<file path="config.mk">
export PLATFORM = sky130hd
export DESIGN_NAME = event_frame_tx
export DESIGN_NICKNAME = d
export VERILOG_FILES = /design/src/shared/txf_pkg.sv /design/src/rtl/event_frame_tx.sv /design/src/rtl/serial_tx.sv /design/src/rtl/serial_rx.sv
export SDC_FILE = /design/constraint.sdc
export NUM_CORES = 2
export LEC_CHECK = 0
export BUFFER_PORTS_ARGS = -buffer_cell sky130_fd_sc_hd__buf_2
export CAP_MARGIN = 15
export CELL_PAD_IN_SITES_DETAIL_PLACEMENT = 0
export CELL_PAD_IN_SITES_GLOBAL_PLACEMENT = 1
export CORE_UTILIZATION = 40
export DETAILED_ROUTE_END_ITERATION = 6
export PLACE_DENSITY_LB_ADDON = 0.1
export SYNTH_ARGS = -nofsm -noshare
export SYNTH_HDL_FRONTEND = slang
export SYNTH_SLANG_ARGS = --single-unit
</file>
<file path="constraint.sdc">
create_clock -name I_CLK -period 34.7 [get_ports I_CLK]
set_clock_uncertainty 0.15 [all_clocks]
set_input_delay 8.675 -clock I_CLK [delete_from_list [all_inputs] [get_ports I_CLK]]
set_output_delay 8.675 -clock I_CLK [all_outputs]
set_load 0.02 [all_outputs]
</file>
<file path="src/shared/txf_pkg.sv">
`default_nettype none
package txf_pkg;
   // clock and serial timing
   localparam int          CLK_HZ           = 200_000_000;
   localparam int          BAUD_DEFAULT     = 56000;
   localparam logic [15:0] BAUD_DIV_RESET   = 16'(CLK_HZ / BAUD_DEFAULT);
   localparam int          RESP_TIMEOUT_MS  = 10;
   localparam int          RESP_TIMEOUT_CYC = CLK_HZ / 1000 * RESP_TIMEOUT_MS;
   localparam logic [3:0]  RETRY_RESET      = 4'h3;
   localparam logic [3:0]  UART_FRAME_BITS  = 4'hA;
   localparam logic [3:0]  UART_STOP_SLOT   = 4'h9;
   // register byte offsets
   localparam logic [7:0]  OFS_CTRL    = 8'h00;
   localparam logic [7:0]  OFS_PRE_LO  = 8'h04;
   localparam logic [7:0]  OFS_PRE_HI  = 8'h08;
   localparam logic [7:0]  OFS_DEL_LO  = 8'h0C;
   localparam logic [7:0]  OFS_DEL_HI  = 8'h10;
   localparam logic [7:0]  OFS_BAUD    = 8'h14;
   localparam logic [7:0]  OFS_TIMEOUT = 8'h18;
   localparam logic [7:0]  OFS_RETRY   = 8'h1C;
   localparam logic [7:0]  OFS_STATUS  = 8'h20;
   // fields and reset values
   localparam int          CTRL_ACK_EN  = 0;
   localparam int          CTRL_CRC_LSB = 1;
   localparam int          HI_CNT_LSB   = 8;
   localparam int          ST_OVF       = 4;
   localparam logic [1:0]  CTRL_RESET   = 2'h1;
   localparam logic [31:0] PRE_LO_RESET = 32'h0000_AAAA;
   localparam logic [31:0] DEL_LO_RESET = 32'h0000_0D0A;
   localparam logic [10:0] HI_RESET     = 11'h200;
   localparam logic [2:0]  FIX_MAX      = 3'h5;
   // frame content
   localparam logic [47:0] SIGNATURE  = 48'h4556_5453_5243; // arbitrary neutral value
   localparam logic [7:0]  ACK_CHAR   = 8'h06;
   localparam logic [7:0]  NAK_CHAR   = 8'h15;
   localparam logic [3:0]  ASCII_HI   = 4'h3;
   localparam logic [7:0]  ASCII_ZERO = 8'h30;
   localparam logic [15:0] CRC_POLY   = 16'hA001;
   localparam logic [15:0] CRC_INIT   = 16'h0000;
   localparam logic [4:0]  SIG_LEN    = 5'h06;
   localparam logic [4:0]  PAY_LEN    = 5'h1E;
   localparam logic [4:0]  CRC_LEN    = 5'h02;
   localparam int          QUEUE_DEPTH = 3;
   // queued event: time bcd, code bcd, alcohol bcd, alcohol flag, key flag, key serial
   localparam int EV_W = 122;
   localparam int EV_TIME = 74;
   localparam int EV_CODE = 66;
   localparam int EV_ALC  = 50;
   localparam int EV_HAS  = 49;
   localparam int EV_KEY  = 48;

   typedef enum logic [6:0] {
      ST_IDLE = 7'h01, ST_PRE = 7'h02, ST_SIG = 7'h04, ST_PAY = 7'h08,
      ST_CRC  = 7'h10, ST_DEL = 7'h20, ST_WAIT = 7'h40
   } frame_state_t;

   // reflected crc, one byte, lsb first
   function automatic logic [15:0] crc_byte(input logic [15:0] c, input logic [7:0] d);
      logic [15:0] r;
      r = c ^ {8'h00, d};
      for (int i = 0; i < 8; i++) r = r[0] ? ((r >> 1) ^ CRC_POLY) : (r >> 1);
      return r;
   endfunction : crc_byte

   // twelve bcd digits to twelve ascii characters
   function automatic logic [95:0] bcd_ascii(input logic [47:0] b);
      logic [95:0] a;
      for (int i = 0; i < 12; i++) a[8*i +: 8] = {ASCII_HI, b[4*i +: 4]};
      return a;
   endfunction : bcd_ascii
endpackage : txf_pkg
`default_nettype wire

</file>
<file path="src/rtl/event_frame_tx.sv">
`timescale 1ns/100ps
`default_nettype none
// Summary of operation
// frame order: preamble, signature, payload, crc, delimiter
// preamble zero to five bytes, reset two 0xAA
// six-character signature follows the preamble
// thirty-byte payload of five fields
// timestamp digits hhmmssyymmdd from own clock
// event code as two ascii digits
// sample events carry four-digit alcohol reading
// no reading gives four ascii zeros
// key serial, or six ascii zeros
// crc-16 over payload bytes only
// zero init, reflected, high byte first default
// delimiter zero to five bytes, reset 0x0A 0x0D
// handshake can be switched off
// receiver acknowledges every frame
// ack ends the frame for good
// receiver sends nak on reception error
// nak resends the frame at once
// resends per frame are bounded
// timeout resends, then discards at limit
// timeout and retry count are configurable
// queue holds three pending events
// queued events wait for current handshake
// 8N1 serial, no flow control, 56000 default
module event_frame_tx
   import txf_pkg::*;
#(
   parameter int         TIMEOUT_CYC = txf_pkg::RESP_TIMEOUT_CYC,
   parameter logic [3:0] RETRY_DEF   = txf_pkg::RETRY_RESET
) (
   // clock and reset
   input  wire logic        I_CLK,
   input  wire logic        I_RESET,
   // apb slave
   input  wire logic        I_PSEL,
   input  wire logic        I_PENABLE,
   input  wire logic        I_PWRITE,
   input  wire logic [7:0]  I_PADDR,
   input  wire logic [31:0] I_PWDATA,
   output logic [31:0]      O_PRDATA,
   output logic             O_PREADY,
   output logic             O_PSLVERR,
   // event source
   input  wire logic        I_EVT_STROBE,
   input  wire logic [7:0]  I_EVT_CODE,
   input  wire logic [15:0] I_EVT_ALC,
   input  wire logic        I_EVT_HAS_ALC,
   input  wire logic        I_KEY_PRESENT,
   input  wire logic [47:0] I_KEY_SERIAL,
   input  wire logic [47:0] I_TIME,
   input  wire logic [47:0] I_UNIT_SERIAL,
   output logic             O_QUEUE_FULL,
   // serial link
   input  wire logic        I_RXD,
   output logic             O_TXD
);
   // configuration and counters
   logic [1:0]   ctrl;
   logic [31:0]  pre_lo, del_lo, timeout;
   logic [10:0]  pre_hi, del_hi;
   logic [15:0]  baud;
   logic [3:0]   retry;
   logic         overflow;
   logic [7:0]   delivered, discarded;
   // frame engine
   frame_state_t state, next_state;
   logic [4:0]   idx;
   logic [15:0]  crc;
   logic [EV_W-1:0] cur;
   logic [3:0]   tries, lim;
   logic         ack_cur, lsb_cur;
   logic [2:0]   pre_n, del_n;
   logic [31:0]  timer;
   // queue
   logic [EV_W-1:0] q [QUEUE_DEPTH];
   logic [1:0]   qcnt;

   function automatic logic [2:0] clamp5(input logic [2:0] n);
      return (n > FIX_MAX) ? FIX_MAX : n;
   endfunction : clamp5

   function automatic logic [7:0] fix_byte(input logic [31:0] lo, input logic [10:0] hi, input logic [4:0] i);
      return (i == 5'h04) ? hi[7:0] : lo[8*i[1:0] +: 8];
   endfunction : fix_byte

   // apb decode; zero wait states, so the access phase always completes
   wire wr_en   = I_PSEL && I_PENABLE && I_PWRITE;
   wire addr_ok = (I_PADDR[1:0] == 2'h0) && (I_PADDR <= OFS_STATUS);
   assign O_PREADY  = 1'b1;
   assign O_PSLVERR = I_PSEL && I_PENABLE && !addr_ok;

   wire [31:0] status = {8'h00, discarded, delivered, 3'h0, overflow, 1'b0, qcnt, state != ST_IDLE};
   wire [31:0] rd_mux =
      (I_PADDR == OFS_CTRL)    ? {30'h0, ctrl} :
      (I_PADDR == OFS_PRE_LO)  ? pre_lo :
      (I_PADDR == OFS_PRE_HI)  ? {21'h0, pre_hi} :
      (I_PADDR == OFS_DEL_LO)  ? del_lo :
      (I_PADDR == OFS_DEL_HI)  ? {21'h0, del_hi} :
      (I_PADDR == OFS_BAUD)    ? {16'h0, baud} :
      (I_PADDR == OFS_TIMEOUT) ? timeout :
      (I_PADDR == OFS_RETRY)   ? {28'h0, retry} :
      (I_PADDR == OFS_STATUS)  ? status : 32'h0;

   // read data is captured in the setup phase so it leaves a flop
   always_ff @(posedge I_CLK or posedge I_RESET) begin
      if (I_RESET) O_PRDATA <= 32'h0;
      else if (I_PSEL && !I_PENABLE && !I_PWRITE) O_PRDATA <= rd_mux;
   end

   // configuration registers
   always_ff @(posedge I_CLK or posedge I_RESET) begin
      if (I_RESET) begin
         ctrl    <= CTRL_RESET;
         pre_lo  <= PRE_LO_RESET;
         pre_hi  <= HI_RESET;
         del_lo  <= DEL_LO_RESET;
         del_hi  <= HI_RESET;
         baud    <= BAUD_DIV_RESET;
         timeout <= 32'(TIMEOUT_CYC);
         retry   <= RETRY_DEF;
      end else if (wr_en) begin
         if (I_PADDR == OFS_CTRL)    ctrl    <= I_PWDATA[1:0];
         if (I_PADDR == OFS_PRE_LO)  pre_lo  <= I_PWDATA;
         if (I_PADDR == OFS_PRE_HI)  pre_hi  <= I_PWDATA[10:0];
         if (I_PADDR == OFS_DEL_LO)  del_lo  <= I_PWDATA;
         if (I_PADDR == OFS_DEL_HI)  del_hi  <= I_PWDATA[10:0];
         if (I_PADDR == OFS_BAUD)    baud    <= I_PWDATA[15:0];
         if (I_PADDR == OFS_TIMEOUT) timeout <= I_PWDATA;
         if (I_PADDR == OFS_RETRY)   retry   <= I_PWDATA[3:0];
      end
   end

   // event queue; a new event is only popped once the engine is idle
   wire             pop    = (state == ST_IDLE) && (qcnt != 2'h0);
   wire             q_full = (qcnt == 2'(QUEUE_DEPTH));
   wire             push   = I_EVT_STROBE && (!q_full || pop);
   wire [1:0]       wr_idx = qcnt - {1'b0, pop};
   wire [EV_W-1:0]  new_ev = {I_TIME, I_EVT_CODE, I_EVT_ALC, I_EVT_HAS_ALC, I_KEY_PRESENT, I_KEY_SERIAL};
   assign O_QUEUE_FULL = q_full;

   always_ff @(posedge I_CLK or posedge I_RESET) begin
      if (I_RESET) begin
         for (int i = 0; i < QUEUE_DEPTH; i++) q[i] <= '0;
         qcnt <= 2'h0;
      end else begin
         for (int i = 0; i < QUEUE_DEPTH; i++) begin
            if (push && wr_idx == 2'(i)) q[i] <= new_ev;
            else if (pop) q[i] <= q[(i + 1) % QUEUE_DEPTH];
         end
         qcnt <= qcnt + {1'b0, push} - {1'b0, pop};
      end
   end

   // overflow is sticky, write one to clear; a new loss wins over the clear
   always_ff @(posedge I_CLK or posedge I_RESET) begin
      if (I_RESET) overflow <= 1'b0;
      else overflow <= (I_EVT_STROBE && !push) ||
                       (overflow && !(wr_en && I_PADDR == OFS_STATUS && I_PWDATA[ST_OVF]));
   end

   // payload image of the current event
   wire [47:0]  alc_code = {24'h0, cur[EV_CODE +: 8], cur[EV_HAS] ? cur[EV_ALC +: 16] : 16'h0};
   wire [95:0]  time_a   = bcd_ascii(cur[EV_TIME +: 48]);
   wire [95:0]  ac_a     = bcd_ascii(alc_code);
   wire [47:0]  key_a    = cur[EV_KEY] ? cur[47:0] : {6{ASCII_ZERO}};
   wire [239:0] payload  = {I_UNIT_SERIAL, time_a, ac_a[47:0], key_a};

   // byte selection per section
   wire [7:0] pre_b = fix_byte(pre_lo, pre_hi, idx);
   wire [7:0] del_b = fix_byte(del_lo, del_hi, idx);
   wire [7:0] sig_b = SIGNATURE[8*(SIG_LEN - 5'h01 - idx) +: 8];
   wire [7:0] pay_b = payload[8*(PAY_LEN - 5'h01 - idx) +: 8];
   wire [7:0] crc_b = ((idx == 5'h00) ^ lsb_cur) ? crc[15:8] : crc[7:0];
   wire       tx_valid = (state != ST_IDLE) && (state != ST_WAIT);
   wire       tx_ready;
   wire [7:0] tx_data =
      (state == ST_PRE) ? pre_b :
      (state == ST_SIG) ? sig_b :
      (state == ST_PAY) ? pay_b :
      (state == ST_CRC) ? crc_b : del_b;
   wire [4:0] sec_len =
      (state == ST_PRE) ? {2'h0, pre_n} :
      (state == ST_SIG) ? SIG_LEN :
      (state == ST_PAY) ? PAY_LEN :
      (state == ST_CRC) ? CRC_LEN : {2'h0, del_n};
   wire       take = tx_valid && tx_ready;
   wire       last = take && (idx == sec_len - 5'h01);

   // reply decode
   wire       rx_valid;
   wire [7:0] rx_data;
   wire       got_ack  = (state == ST_WAIT) && rx_valid && (rx_data == ACK_CHAR);
   wire       got_nak  = (state == ST_WAIT) && rx_valid && (rx_data == NAK_CHAR);
   wire       timed_out = (state == ST_WAIT) && (timer >= timeout);
   wire       again    = (got_nak || (timed_out && !got_ack)) && (tries < lim);
   wire       give_up  = (got_nak || (timed_out && !got_ack)) && (tries >= lim);
   wire       restart  = pop || again;
   frame_state_t first_st, end_st;
   assign first_st = (pop ? clamp5(pre_hi[HI_CNT_LSB +: 3]) : pre_n) != 3'h0 ? ST_PRE : ST_SIG;
   assign end_st   = ack_cur ? ST_WAIT : ST_IDLE;

   // section sequencing
   always_comb begin
      next_state = state;
      case (state)
         ST_IDLE: if (pop) next_state = first_st;
         ST_PRE:  if (last) next_state = ST_SIG;
         ST_SIG:  if (last) next_state = ST_PAY;
         ST_PAY:  if (last) next_state = ST_CRC;
         ST_CRC:  if (last) next_state = (del_n != 3'h0) ? ST_DEL : end_st;
         ST_DEL:  if (last) next_state = end_st;
         ST_WAIT: begin
            if (got_ack) next_state = ST_IDLE;
            else if (again) next_state = first_st;
            else if (give_up) next_state = ST_IDLE;
         end
         default: next_state = ST_IDLE;
      endcase
   end

   always_ff @(posedge I_CLK or posedge I_RESET) begin
      if (I_RESET) state <= ST_IDLE;
      else state <= next_state;
   end

   // index, crc and timer; crc restarts on every resend
   always_ff @(posedge I_CLK or posedge I_RESET) begin
      if (I_RESET) begin
         idx   <= 5'h00;
         crc   <= CRC_INIT;
         timer <= 32'h0;
      end else begin
         idx   <= (restart || last) ? 5'h00 : (take ? idx + 5'h01 : idx);
         timer <= (state == ST_WAIT) ? timer + 32'h1 : 32'h0;
         if (restart) crc <= CRC_INIT;
         else if (take && state == ST_PAY) crc <= crc_byte(crc, pay_b);
      end
   end

   // frame context is latched at pop so writes to ctrl, retry and the byte counts cannot tear a frame; byte values and baud are read live
   always_ff @(posedge I_CLK or posedge I_RESET) begin
      if (I_RESET) begin
         cur     <= '0;
         tries   <= 4'h0;
         lim     <= 4'h0;
         ack_cur <= 1'b0;
         lsb_cur <= 1'b0;
         pre_n   <= 3'h0;
         del_n   <= 3'h0;
      end else if (pop) begin
         cur     <= q[0];
         tries   <= 4'h0;
         lim     <= retry;
         ack_cur <= ctrl[CTRL_ACK_EN];
         lsb_cur <= ctrl[CTRL_CRC_LSB];
         pre_n   <= clamp5(pre_hi[HI_CNT_LSB +: 3]);
         del_n   <= clamp5(del_hi[HI_CNT_LSB +: 3]);
      end else if (again) begin
         tries <= tries + 4'h1;
      end
   end

   // outcome counters, wrapping
   always_ff @(posedge I_CLK or posedge I_RESET) begin
      if (I_RESET) begin
         delivered <= 8'h00;
         discarded <= 8'h00;
      end else begin
         delivered <= delivered + {7'h0, got_ack};
         discarded <= discarded + {7'h0, give_up && !got_ack};
      end
   end

   serial_tx u_tx (
      .i_clk   (I_CLK),
      .i_reset (I_RESET),
      .i_div   (baud),
      .i_valid (tx_valid),
      .i_data  (tx_data),
      .o_ready (tx_ready),
      .o_txd   (O_TXD)
   );

   serial_rx u_rx (
      .i_clk   (I_CLK),
      .i_reset (I_RESET),
      .i_rxd   (I_RXD),
      .i_div   (baud),
      .o_valid (rx_valid),
      .o_data  (rx_data)
   );
endmodule : event_frame_tx
`default_nettype wire

</file>
<file path="src/rtl/serial_tx.sv">
`timescale 1ns/100ps
`default_nettype none
module serial_tx
   import txf_pkg::*;
(
   // clock and reset
   input  wire logic        i_clk,
   input  wire logic        i_reset,
   // byte stream in
   input  wire logic [15:0] i_div,
   input  wire logic        i_valid,
   input  wire logic [7:0]  i_data,
   output logic             o_ready,
   // line
   output logic             o_txd
);
   logic [9:0]  shift;
   logic [3:0]  bits;
   logic [15:0] cnt;

   assign o_ready = (bits == 4'h0);
   assign o_txd   = shift[0];

   // start bit, eight data bits lsb first, one stop bit; idle shifts in ones
   always_ff @(posedge i_clk or posedge i_reset) begin
      if (i_reset) begin
         shift <= 10'h3FF;
         bits  <= 4'h0;
         cnt   <= 16'h0000;
      end else if (bits == 4'h0) begin
         if (i_valid) begin
            shift <= {1'b1, i_data, 1'b0};
            bits  <= UART_FRAME_BITS;
            cnt   <= i_div - 16'h0001;
         end
      end else if (cnt == 16'h0000) begin
         shift <= {1'b1, shift[9:1]};
         bits  <= bits - 4'h1;
         cnt   <= i_div - 16'h0001;
      end else begin
         cnt <= cnt - 16'h0001;
      end
   end
endmodule : serial_tx
`default_nettype wire

</file>
<file path="src/rtl/serial_rx.sv">
`timescale 1ns/100ps
`default_nettype none
module serial_rx
   import txf_pkg::*;
(
   // clock and reset
   input  wire logic        i_clk,
   input  wire logic        i_reset,
   // line and rate
   input  wire logic        i_rxd,
   input  wire logic [15:0] i_div,
   // received byte
   output logic             o_valid,
   output logic [7:0]       o_data
);
   logic        s1, s2, s3, line;
   logic        busy;
   logic [3:0]  bitn;
   logic [15:0] cnt;

   // three-stage sync; a level counts once the last two agree
   always_ff @(posedge i_clk or posedge i_reset) begin
      if (i_reset) begin
         {s1, s2, s3, line} <= 4'hF;
      end else begin
         s1   <= i_rxd;
         s2   <= s1;
         s3   <= s2;
         line <= (s2 == s3) ? s3 : line;
      end
   end

   // sample mid-bit; a framing error drops the byte
   always_ff @(posedge i_clk or posedge i_reset) begin
      if (i_reset) begin
         busy    <= 1'b0;
         bitn    <= 4'h0;
         cnt     <= 16'h0000;
         o_valid <= 1'b0;
         o_data  <= 8'h00;
      end else begin
         o_valid <= 1'b0;
         if (!busy) begin
            busy <= !line;
            bitn <= 4'h0;
            cnt  <= i_div >> 1;
         end else if (cnt != 16'h0000) begin
            cnt <= cnt - 16'h0001;
         end else begin
            cnt  <= i_div - 16'h0001;
            bitn <= bitn + 4'h1;
            if (bitn == 4'h0 && line) busy <= 1'b0; // glitch, not a start
            else if (bitn == UART_STOP_SLOT) begin
               busy    <= 1'b0;
               o_valid <= line;
            end else if (bitn != 4'h0) o_data <= {line, o_data[7:1]};
         end
      end
   end
endmodule : serial_rx
`default_nettype wire

</file>
==> metrics.md <==
| Metric | Value |
|---|---|
| Number of antenna violations at the first check in global routing | 18 |
| Worst path depth | 7 |
| Chain of cells forming the critical path | buf_2 -> or3_1 -> nor2_1 -> and4b_1 -> o21ai_0 -> and3_1 -> buf_2 |
| # rows | 114 |
| Post-detailed-routing wire length | 115 mm |
| Net switching component of the power | 1.43 mW |
| Number of buffers created by CTS | 93 |
| Overall global routing resource usage | 23.3% |
| Async set or reset register ratio after synthesis | 100% |
| Crit path to | O_PSLVERR |
| Core Region | 97,000 um2 |
| Largest fanout on the critical path | 22 |
| Clock slew at the register clock pins of the worst setup and hold paths | 0.06 ns |
| Number of design rule violations left after detail routing | 35 |
| Sum of negative setup slack | 0 ns |
| Clock Tree Buf Depth | 3 |
| Number of instances in the synthesized netlist | 4,189 |
| Total of cells resized after clock tree synthesis | 0 |
| Number of global-route vias before repair | 29.9k |
| Count of routing violations after the opening detailed-route iteration | 2,642 |
| Gpl congestion | 0.828 |
| Maximum vdd drop | 0.0884 mV |
| Area growth from synthesis to layout | 13.5% |
| Cell family with most CP delay | simple AND/OR/NAND/NOR gates |
| Clock tree from TritonCTS | built |
| Syn Area/Cell | 9.39 um2 |
| Fin crit period | 19.84 ns |
| Largest net degree at the start of global routing | 216 |
| Commonest non-fill, non-tap cells in the layout | nand2_1, dfrtp_1, nor2_1 |
| Root Buffer Master | clkbuf_16 |
| Register-to-Register Path Depth | 11 |
| Number of port buffers | 251 |
| Clock power frac | 26.4% |
| Worst slew margin relative to its limit | 14.0% |
| Final Cycle Share | 57.2% |
| Data required, critical path | 25.88 ns |
| Flip-flop and latch count after synthesis | 818 |
| R2R setup slack | 28.70 ns |
| Standard cell with the maximum stage delay on the critical path | and4b_1 |
| Power per cell area | 84.6 nW/um2 |
| First-pass GRT wire length | 182 mm |
| Skew-Pair Late Insertion Delay | 0.67 ns |
| Switch share | 37.8% |
| I/O pin cnt | 253 |
| Setup repair after global routing missed its margin | false |
| Sum of buffers and inverters on the critical path | 2 |
| Dominant cell type by count on the critical path | buf_2 |
| Worst setup path start | I_PADDR[1] |
| Violated checks | design-rule violations |
| Congestion Overflow GR | 0 |
| Number of hold violations in the final report | 0 |
| Status | complete, but fails checks |
| Via density per instance | 5.43 |
| Initial standard-cell utilization of the core | 40.5% |
| Commonest non-fill, non-tap cell in the layout | nand2_1 |
| Count of nets left with antenna violations after detail routing | 0 |
| Slew @ Worst Pin | 1.29 ns |
| Post-synthesis cell area | 39,300 um2 |
| Chip width | 316 um |
| Max-Cap Viols | 0 |
| Number of clock sinks seen by CTS | 818 |
| Crit Path Class | input pin to primary output |
| Die height | 316 um |
| Drt first pass iters | 7 |
| Reg2reg end | q[104] |
| Endpoint type of the worst setup path | primary output |
| Final setup vio count | 0 |
| Final Net Count | 4,577 |
| Number of vias in the routed layout | 30.8k |
| Post-synthesis net count | 4,463 |
| Leak | 20.6 nW |
| Unique masters post-synth | 77 |
| Comb power frac | 34.7% |
| Fraction of layout cells with a size suffix above 1 | 16.5% |
| Power share of the sequential group | 38.9% |
| Setup Fix Bufs, Post-CTS | 0 |
| Maximum clock rate | 50.4 MHz |
| Dpl hpwl | 74.5 mm |
| Maximum cell stage delay along the critical path | 1.01 ns |
| Worst setup margin | 14.86 ns |
| Tightest Hold Check Type | register to register |
| CTS H-tree depth | 3 |
| Internal power of the cells | 2.35 mW |
| EDFF count, synth | 0 |
| Post-synth top flop | dfrtp_1 |
| Number of warning messages in the yosys log | 0 |
| Proportion of synthesized chip area in sequential cells | 52.2% |
| Full die area | 99,600 um2 |
| Worst setup SP type | input pin |
| Max Slew Vio Count | 0 |
| Quantity of hold-fixing buffers added after cts | 0 |
| Worst EP arrival | 11.02 ns |
| Pre-CTS worst setup slack | 14.93 ns |
| Avg WL per Cell | 20.3 um |
| Origin of the critical flop-to-flop path | state[3] |
cell usage after synthesis, types with 17 or more instances:
cell / instances / area, um2
clkbuf_1: 235 / 882
a21o_1: 24 / 180
xnor2_1: 56 / 490
xor2_1: 52 / 455
o21ai_0: 89 / 445
dfrtp_1: 770 / 19300
a22o_1: 29 / 254
nand3_1: 53 / 265
nand4_1: 17 / 106
o22ai_1: 18 / 113
mux4_2: 45 / 1010
nor2_1: 496 / 1860
inv_1: 68 / 255
nand2_1: 1155 / 4340
mux2i_1: 47 / 470
a221oi_1: 19 / 166
a22oi_1: 20 / 150
nor3_1: 28 / 140
a21oi_1: 62 / 310
dfstp_2: 48 / 1260
ha_1: 57 / 713
o211ai_1: 19 / 143
mux2_2: 161 / 1810
a222oi_1: 18 / 180
a31oi_1: 383 / 2400
worst min-delay path by stage:
stage	from	endpoint	slack (ns)	depth (start not counted)
floorplan	u_rx.s1	u_rx.s2	0.20	0
global route	u_rx.s1	u_rx.s2	0.22	0
global placement	u_rx.s1	u_rx.s2	0.20	0
finish	u_rx.s1	u_rx.s2	0.21	0
CTS	u_rx.s1	u_rx.s2	0.21	0
detailed placement	u_rx.s1	u_rx.s2	0.20	0
routing by layer:
metal,track usage (%),share of wire [%],vias to the layer above
met5,0,0.11,-
met4,5.42,2.2,22
met3,3.70,4.4,172
met2,36.9,46,657
met1,33.4,47,15200
li1,-,-,14700
worst reg2reg max path, stage by stage, from the launching register on:
cell,delay (ns)
dfrtp_1,0.44
or2_2,0.33
nor4_1,0.51
and2_1,0.31
o21ai_4,0.13
inv_8,0.58
ha_1,0.44
nand4_1,0.12
buf_4,0.72
buf_4,0.86
buf_4,0.93
a31oi_1,0.30
kinds of logic (layout without fill, tap and decap cells):
logic type / Yosys count / after routing / synth area share, %
compound gates: 747 / 747 / 12.5
xor+xnor: 111 / 111 / 2.55
fa+ha+maj: 58 / 58 / 1.84
buf+inv: 338 / 529 / 3.38
flops: 818 / 818 / 52.2
mux: 255 / 255 / 8.52
other cells: 1 / 5 / 0.00954
simple gates: 1861 / 1861 / 19.0
power groups by stage:
stage / logic (mW) / clock network (mW) / registers (mW)
after detailed placement: 1.33 / 0 / 1.48
after global routing: 1.51 / 1.07 / 1.51
final: 1.31 / 0.998 / 1.47
after CTS: 1.34 / 1.03 / 1.47
after floorplan: 1.02 / 0 / 1.44
after global placement: 1.31 / 0 / 1.48
stage by stage:
stage	power [mW]	hold WS (ns)	util, %	instances	cell area (um2)
after floorplan	2.46	0.195	-	4189	39300
after global placement	2.79	0.200	42.8	5484	41500
after detailed placement	2.81	0.200	42.8	5484	41500
after CTS	3.83	0.213	46.0	5656	44600
after global routing	4.08	0.218	46.0	5657	44600
final	3.78	0.208	46.0	5660	44600
sequential cells by signal, summed over array words and instances, names as in the netlist, 32 cells and up:
signal / flops
O_PRDATA: 32
cur: 122
del_lo: 32
pre_lo: 32
q: 366
timeout: 32
timer: 32
cell type report:
class,count,area [um2]
Antenna cell,4,10.0
Clock buffer,141,2770
Clock inverter,31,319
Fill cell,9508,52400
Inverter,68,270
Multi-Input combinational cell,3033,17500
Sequential cell,818,20500
Tap cell,1276,1600
Timing Repair Buffer,289,1600
Note: power is estimated with default switching activity, not from simulation.
